File: src/core/irq_ctrl_pkg.sv
/*
 * Constants shared by the vectored priority interrupt controller: the APB
 * register map, field positions, reset values and vector numbering.
 * Assumes a 32-bit APB with byte addresses; registers sit in the low 16 bits.
 */
package irq_ctrl_pkg;

	// ----------------------------------------------------------------
	// Source layout
	// ----------------------------------------------------------------
	localparam int NUM_SOURCES = 15;
	localparam int PRIO_WIDTH = 3;
	localparam int PRIO_PER_REG = 4;
	localparam int PRIO_SLOT = 4;
	localparam logic [6:0] VECTOR_BASE = 7'h08;

	// ----------------------------------------------------------------
	// Register byte addresses
	// ----------------------------------------------------------------
	localparam logic [7:0] ADDR_CONTROL_A = 8'h00;
	localparam logic [7:0] ADDR_CONTROL_B = 8'h04;
	localparam logic [7:0] ADDR_FLAG_BASE = 8'h08;
	localparam logic [7:0] ADDR_ENABLE_BASE = 8'h1c;
	localparam logic [7:0] ADDR_PRIO_BASE = 8'h30;
	localparam logic [7:0] ADDR_PENDING = 8'h74;
	localparam logic [7:0] ADDR_CPU_STATUS = 8'h78;
	localparam logic [7:0] ADDR_CORE_CONTROL = 8'h7c;
	localparam int FLAG_REGS = 5;
	localparam int ENABLE_REGS = 5;
	localparam int PRIO_REGS = 17;

	// ----------------------------------------------------------------
	// Field positions
	// ----------------------------------------------------------------
	localparam int NESTING_DISABLE_BIT = 15;
	localparam int TRAP_FLAG_LSB = 1;
	localparam int TRAP_COUNT = 4;
	localparam int ALT_TABLE_BIT = 15;
	localparam int EXT_ZERO_EDGE_BIT = 0;
	localparam int CPU_PRIO_LSB = 5;
	localparam int CPU_PRIO_TOP_BIT = 3;
	localparam int PENDING_LEVEL_LSB = 8;

	// ----------------------------------------------------------------
	// Reset values
	// ----------------------------------------------------------------
	localparam logic [2:0] PRIO_RESET = 3'h4;
	localparam logic [2:0] CPU_PRIO_RESET = 3'h0;

endpackage : irq_ctrl_pkg

File: src/core/vectored_priority_interrupt_controller.sv
/*
 * Vectored priority interrupt controller with an APB register slave.
 * Assumes peripherals give one-cycle event pulses synchronous to pclk and
 * the core pulses irq_ack when it takes the presented vector.
 */
// Added by the designer: the placing of the registers and the APB slave port.
`timescale 1ns/1ps
module vectored_priority_interrupt_controller (
	// Clock and reset
	input wire logic pclk,
	input wire logic presetn,
	// APB slave
	input wire logic psel,
	input wire logic penable,
	input wire logic pwrite,
	input wire logic [7:0] paddr,
	input wire logic [31:0] pwdata,
	output logic [31:0] prdata,
	output logic pready,
	output logic pslverr,
	// Peripheral events, bit n is flag bit n, bit 0 unused
	input wire logic [14:0] source_events,
	input wire logic external_request_zero,
	input wire logic [3:0] trap_events,
	// Core handshake
	input wire logic irq_ack,
	input wire logic trap_return,
	output logic irq_request,
	output logic [6:0] pending_vector_number,
	output logic [3:0] pending_priority_level,
	output logic alternate_vector_table
);

	localparam int N = irq_ctrl_pkg::NUM_SOURCES;
	localparam int PW = irq_ctrl_pkg::PRIO_WIDTH;

	typedef struct packed {
		logic [31:0] prdata;
		logic pready;
		logic pslverr;
		logic [N-1:0] flags;
		logic [N-1:0] enables;
		logic [N*PW-1:0] prios;
		logic nesting_disable;
		logic [3:0] trap_flags;
		logic alt_table;
		logic ext_zero_falling;
		logic ext_prev;
		logic [2:0] cpu_priority_low_bits;
		logic cpu_priority_top_bit;
		logic irq_request;
		logic [6:0] vector;
		logic [3:0] level;
	} ctl_state_type;

	ctl_state_type st;
	ctl_state_type next_st;

	logic found;
	logic [6:0] win_index;
	logic [3:0] win_level;

	// ----------------------------------------------------------------
	// Arbitration
	// ----------------------------------------------------------------
	prio_select #(
		.N(N),
		.PW(PW)
	) u_select (
		.flags(st.flags),
		.enables(st.enables),
		.prios(st.prios),
		.cpu_level({st.cpu_priority_top_bit, st.cpu_priority_low_bits}),
		.found(found),
		.index(win_index),
		.level(win_level)
	);

	// ----------------------------------------------------------------
	// Next state
	// ----------------------------------------------------------------
	logic setup;
	logic wr;
	logic ext_edge;
	logic [N-1:0] events;
	logic [15:0] rd;
	logic hit;

	assign setup = psel && !penable;
	assign wr = psel && penable && st.pready && pwrite;
	assign ext_edge = st.ext_zero_falling ? (st.ext_prev && !external_request_zero)
		: (!st.ext_prev && external_request_zero);
	assign events = {source_events[14:1], ext_edge};

	always_comb
	begin
		next_st = st;
		rd = 16'h0000;
		hit = 1'b1;
		next_st.ext_prev = external_request_zero;
		// A software write of zero clears a flag; an event in the same cycle wins.
		if (wr && paddr == irq_ctrl_pkg::ADDR_FLAG_BASE)
			next_st.flags = pwdata[N-1:0] | events;
		else
			next_st.flags = st.flags | events;
		next_st.trap_flags = st.trap_flags | trap_events;
		if (wr)
		begin
			unique case (paddr)
				irq_ctrl_pkg::ADDR_CONTROL_A:
				begin
					next_st.nesting_disable = pwdata[irq_ctrl_pkg::NESTING_DISABLE_BIT];
					next_st.trap_flags = (pwdata[irq_ctrl_pkg::TRAP_FLAG_LSB +: 4] & st.trap_flags)
						| trap_events;
				end
				irq_ctrl_pkg::ADDR_CONTROL_B:
				begin
					next_st.alt_table = pwdata[irq_ctrl_pkg::ALT_TABLE_BIT];
					next_st.ext_zero_falling = pwdata[irq_ctrl_pkg::EXT_ZERO_EDGE_BIT];
				end
				irq_ctrl_pkg::ADDR_ENABLE_BASE:
					next_st.enables = pwdata[N-1:0];
				irq_ctrl_pkg::ADDR_CPU_STATUS:
					next_st.cpu_priority_low_bits = pwdata[irq_ctrl_pkg::CPU_PRIO_LSB +: 3];
				default:
				begin
					for (int r = 0; r < 4; r++)
					begin
						if (paddr == irq_ctrl_pkg::ADDR_PRIO_BASE + 8'(4 * r))
						begin
							for (int s = 0; s < irq_ctrl_pkg::PRIO_PER_REG; s++)
							begin
								if (r * 4 + s < N)
									next_st.prios[(r * 4 + s) * PW +: PW] =
										pwdata[s * irq_ctrl_pkg::PRIO_SLOT +: PW];
							end
						end
					end
				end
			endcase
		end
		// Taking a vector raises the CPU level; with nesting off it goes to the top.
		if (irq_ack && st.irq_request)
			next_st.cpu_priority_low_bits = st.nesting_disable ? 3'h7 : st.level[2:0];
		// The top bit only moves by trap hardware, so software cannot mask traps.
		if (|trap_events)
			next_st.cpu_priority_top_bit = 1'b1;
		else if (trap_return)
			next_st.cpu_priority_top_bit = 1'b0;
		next_st.irq_request = found;
		next_st.vector = found ? 7'(irq_ctrl_pkg::VECTOR_BASE + win_index) : 7'h00;
		next_st.level = found ? win_level : 4'h0;

		// Read decode; banks beyond the implemented sources read as zero.
		if (paddr == irq_ctrl_pkg::ADDR_CONTROL_A)
			rd = {st.nesting_disable, 10'h000, st.trap_flags, 1'b0};
		else if (paddr == irq_ctrl_pkg::ADDR_CONTROL_B)
			rd = {st.alt_table, 14'h0000, st.ext_zero_falling};
		else if (paddr == irq_ctrl_pkg::ADDR_FLAG_BASE)
			rd = {1'b0, st.flags};
		else if (paddr == irq_ctrl_pkg::ADDR_ENABLE_BASE)
			rd = {1'b0, st.enables};
		else if (paddr == irq_ctrl_pkg::ADDR_PENDING)
			rd = {4'h0, st.level, 1'b0, st.vector};
		else if (paddr == irq_ctrl_pkg::ADDR_CPU_STATUS)
			rd = {8'h00, st.cpu_priority_low_bits, 5'h00};
		else if (paddr == irq_ctrl_pkg::ADDR_CORE_CONTROL)
			rd = {12'h000, st.cpu_priority_top_bit, 3'h0};
		else if (paddr[1:0] == 2'h0 && paddr >= irq_ctrl_pkg::ADDR_FLAG_BASE
			&& paddr < irq_ctrl_pkg::ADDR_PENDING)
		begin
			// Remaining bank words of the thirty-two-register map.
			for (int r = 0; r < 4; r++)
			begin
				if (paddr == irq_ctrl_pkg::ADDR_PRIO_BASE + 8'(4 * r))
				begin
					for (int s = 0; s < irq_ctrl_pkg::PRIO_PER_REG; s++)
					begin
						if (r * 4 + s < N)
							rd[s * irq_ctrl_pkg::PRIO_SLOT +: PW] =
								st.prios[(r * 4 + s) * PW +: PW];
					end
				end
			end
		end
		else
			hit = 1'b0;

		// One wait-free access phase: answer is ready in the first access cycle.
		next_st.pready = setup;
		next_st.pslverr = setup && !hit;
		next_st.prdata = (setup && !pwrite) ? {16'h0000, rd} : 32'h00000000;
	end

	// ----------------------------------------------------------------
	// State register
	// ----------------------------------------------------------------
	always_ff @(posedge pclk or negedge presetn)
	begin
		if (!presetn)
		begin
			st <= '0;
			st.prios <= {N{irq_ctrl_pkg::PRIO_RESET}};
			st.cpu_priority_low_bits <= irq_ctrl_pkg::CPU_PRIO_RESET;
		end
		else
			st <= next_st;
	end

	assign prdata = st.prdata;
	assign pready = st.pready;
	assign pslverr = st.pslverr;
	assign irq_request = st.irq_request;
	assign pending_vector_number = st.vector;
	assign pending_priority_level = st.level;
	assign alternate_vector_table = st.alt_table;

	logic [3:0] cpu_lvl;
	assign cpu_lvl = {st.cpu_priority_top_bit, st.cpu_priority_low_bits};
endmodule : vectored_priority_interrupt_controller

File: src/core/prio_select.sv
/*
 * Combinational winner selection among pending interrupt sources.
 * Assumes per-source request, enable and priority arrive as flat vectors.
 */
`timescale 1ns/1ps
module prio_select #(
	parameter int N = 15,
	parameter int PW = 3
) (
	// Source state
	input wire logic [N-1:0] flags,
	input wire logic [N-1:0] enables,
	input wire logic [N*PW-1:0] prios,
	// Current CPU level
	input wire logic [PW:0] cpu_level,
	// Result
	output logic found,
	output logic [6:0] index,
	output logic [PW:0] level
);

	logic [N-1:0] eligible;

	genvar g;
	generate
		for (g = 0; g < N; g++)
		begin : gen_elig
			assign eligible[g] = flags[g] & enables[g] &
				({1'b0, prios[g*PW +: PW]} > cpu_level);
		end
	endgenerate

	// Scanning downward with >= makes the lowest vector win a tie.
	always_comb
	begin
		found = 1'b0;
		index = 7'h00;
		level = '0;
		for (int i = N - 1; i >= 0; i--)
		begin
			if (eligible[i] && (!found || {1'b0, prios[i*PW +: PW]} >= level))
			begin
				found = 1'b1;
				index = 7'(i);
				level = {1'b0, prios[i*PW +: PW]};
			end
		end
	end

endmodule : prio_select

File: config.mk
export PLATFORM = sky130hd
export DESIGN_NAME = vectored_priority_interrupt_controller
export DESIGN_NICKNAME = d
export VERILOG_FILES = /design/src/core/irq_ctrl_pkg.sv /design/src/core/vectored_priority_interrupt_controller.sv /design/src/core/prio_select.sv
export SDC_FILE = /design/constraint.sdc
export NUM_CORES = 1
export LEC_CHECK = 0
export BUFFER_PORTS_ARGS = -buffer_cell sky130_fd_sc_hd__buf_2
export CAP_MARGIN = 40
export CORE_MARGIN = 5
export CORE_UTILIZATION = 30
export CTS_CLUSTER_SIZE = 14
export DETAILED_ROUTE_END_ITERATION = 16
export PLACE_DENSITY = 0.47
export RECOVER_POWER = 50
export SLEW_MARGIN = 0
export SYNTH_ARGS = -nofsm -noshare
export SYNTH_HDL_FRONTEND = slang
export SYNTH_SLANG_ARGS = --single-unit
File: constraint.sdc
create_clock -name pclk -period 26 [get_ports pclk]
set_input_delay 5.2 -clock pclk [delete_from_list [all_inputs] [get_ports pclk]]
set_output_delay 5.2 -clock pclk [all_outputs]
set_load 0.01 [all_outputs]
==> summary.md <==
| Metric | Value |
|---|---|
| Num CTS Buffers | `17` |
| Failing checks | `capacitance limit, slew limit` |
| CTS sink count | `about 110` |
| Vias in the first global route | `between 6000 and 7000` |
| Syn_area_per_cell | `9.77 sq um` |
| Die X-Extent | `about 180 um` |
| Core outline area | `approximately 0.028 sq mm` |
| Top post-synthesis cells by count | `dfrtp_1 (99), nand2_1 (90), ha_1 (82)` |
| Post-CTS setup buffer count | `0` |
| Die Footprint | `0.0315 sq mm` |
| Worst-Skew Late Latency | `roughly 0.42 ns` |
| Slew Limit Fails | `approximately 120` |
| Sequential share of the synthesized area | `approximately 34%` |
| HPWL Detailed | `roughly 21000 um` |
| Ratio of cells with drive above 1 in the final layout | `between 20 and 25%` |
| Mux cell area share after synthesis | `~11%` |
| Post-synth EDFFs | `0` |
| Slew @ Worst Pin | `between 3 and 4 ns` |
| IO Count | `114` |
| CP startpoint kind | `flip-flop` |
| Period utilisation layout | `around 86%` |
| Area contributors post-synth | `dfrtp_1 (29%), ha_1 (12%), mux2_2 (9.8%)` |
| Crit path DAT | `22.68 ns` |
| Hold buffer count at cts | `0` |
| Clk root buf | `clkbuf_16` |
| Max-cap viol count | `2` |
| Post-CTS Resized | `0` |
| DRT Wirelength | `approximately 28000 um` |
| Fin nets | `approximately 1100` |
| Pwr dens | `~46 mW/mm^2` |
| Count leader, synth | `dfrtp_1` |
| Outcome | `finished with violations` |
| Final antenna-violating net count | `0` |
| Post-synthesis register bit count | `approximately 110` |
| Post-Synth XOR/XNOR Area | `0%` |
| Post-layout util | `34.4%` |
| Min cycle time layout | `between 20 and 25 ns` |
| Max IR drop VDD | `about 43 uV` |
| DRC | `0` |
| Total grt overflow | `0` |
| Top delay family on crit path | `compound AO/OA/AOI/OAI gates` |
| Final GP Congestion | `~0.85` |
| Max FO, Critical Path | `15` |
| Maximum buffer depth of the clock tree | `2` |
| Vias | `~7000` |
| Largest area contributor in the netlist | `dfrtp_1` |
| RSZ-0062 raised after global routing | `false` |
| Buf/Inv on CP | `7` |
| Synth cell types | `82` |
| Largest family of logic cells by synthesized area | `compound AO/OA/AOI/OAI gates` |
| Port Buffers | `77` |
| Global-route wire length before repair | `42300 um` |
| Initial antenna violation count | `0` |
| Cells after synthesis | `860` |
| # H-tree levels | `4` |
| Synth Warn # | `0` |
| Vias per cell | `about 5.3` |
| TNS Setup | `0 ns` |
| Slew headroom | `-117%` |
| Skew final | `approximately 0.012 ns` |
| Multi-input gate area | `0.00502 sq mm` |
| Synth Area in Compound Gates | `19.8%` |
| Reg area | `0.00287 sq mm` |
| Adder-cell share of the synthesized area | `about an eighth` |
| Antenna cells | `0` |
| Yosys top cell area share | `29.5%` |
| Starting DRT DRC Count | `about 600` |
| Async set-or-reset flop fraction in the synthesized netlist | `100%` |
| Largest net degree at the start of global routing | `a little over 60` |
| Routed len/inst | `between 20 and 25 um` |
| Top_reg_cell synth | `dfrtp_1` |
| Gr usage total | `between 10% and 20%` |
| Crit path capture type | `flip-flop` |
| Simple-gate share of the synthesized area | `between 15 and 20%` |
| CTS tree | `yes` |
| Slowest stage cell, crit path | `o31ai_1` |
| Critical path's most frequent cell | `ha_1` |
| Worst EP required | `approximately 26 ns` |
| Die Ht | `approximately 180 um` |
| Max frequency | `roughly 45 MHz` |
| Drt first pass iters | `5` |
| CP max stage delay | `approximately 0.48 ns` |
| Kind of critical path | `flip-flop to flip-flop` |
| Leakage | `just over 4 nW` |
| Post-Synthesis Cell Area | `roughly 0.0084 sq mm` |
| Final Hold Viols | `0` |
| Layout area overhead | `13.6%` |
| Number of fillers in the final layout | `between 2000 and 3000` |
| Starting density of the core | `between 30% and 40%` |
| Endpoints failing setup | `0` |
| Final Power | `0.441 mW` |
| HP Class | `flip-flop to flip-flop` |
| CTS clock-pin slew for the worst setup and hold paths | `0.06 ns` |
| # rows | `61` |
power breakdown:
group	leakage, nW	internal, mW	switching [mW]	total (mW)
clock	0.300	0.157	0.0843	0.242
combinational	2.36	0.00564	0.0135	0.0192
sequential	1.43	0.179	0.00104	0.180
registers in the layout (all words and copies together), names as in the netlist:
register                count
st                         82
pready                      1
pending_vector_number       5
pending_priority_level      3
cpu_lvl                     4
irq_request                 1
alternate_vector_table      1
prdata                     16
pslverr                     1
area by class of cell:
| type | count | share of cell area [%] |
|---|---|---|
| Tap cell | 378 | 4.96 |
| Multi-Input combinational cell | 656 | 52.6 |
| Clock buffer | 22 | 4.97 |
| Sequential cell | 114 | 30.1 |
| Clock inverter | 10 | 1.38 |
| Inverter | 42 | 1.65 |
| Timing Repair Buffer | 87 | 4.33 |
kinds of logic (layout without fill, tap and decap cells):
group / after synthesis / in the layout
compound gates: 211 / 211
fa+ha+maj: 82 / 82
buf+inv: 108 / 161
flops: 114 / 114
mux: 81 / 81
other cells: 1 / 19
simple gates: 263 / 263
cells in the final DEF, fill, tap and decap left out, types with 20 or more instances in the layout:
cell type and instances:
dfrtp_1 99, o21ai_0 24, a21o_1 21, nand2_1 90, inv_1 42, mux2_2 73, nor2_1 32, ha_1 82
nand3b_1 20, nand2b_1 24, clkbuf_1 36, buf_2 45, a21oi_1 42
layer usage:
layer  part of all wire [%]  wire length, um  up-vias  global-route usage [%]
met5                      0                0        -                       0
met4                    2.3              646        0                    5.06
met3                    4.3             1220       33                    2.81
met2                     47            13200      183                    28.8
met1                     46            13100     3484                    24.6
li1                       -                -     3266                       -
stage by stage:
| stage | worst slack (ns) | instance area (sq um) | instances | hold slack (ns) |
|---|---|---|---|---|
| final | 3.67 | 9540 | 1309 | 0.516 |
| after global routing | 2.25 | 9540 | 1309 | 0.527 |
| after global placement | 3.50 | 8980 | 1275 | 0.492 |
| after CTS | 3.67 | 9600 | 1309 | 0.511 |
| after detailed placement | 3.81 | 8990 | 1277 | 0.499 |
| after floorplan | 6.61 | 8470 | 878 | 0.472 |
worst paths after layout:
path | slack, ns | startpoint | depth (start not counted) | to
setup / recovery | 3.67 | cpu_lvl[2] | 100 | pending_vector_number[4]
hold / removal | 0.52 | st[30] | 1 | st[30]
setup reg to reg | 3.67 | cpu_lvl[2] | 100 | pending_vector_number[4]
hold reg to reg | 0.52 | st[30] | 1 | st[30]
max in group asynchronous | 15.98 | presetn | 2 | st[40]
min in group asynchronous | 5.87 | presetn | 1 | st[80]
Note: power is estimated with default switching activity, not from simulation.
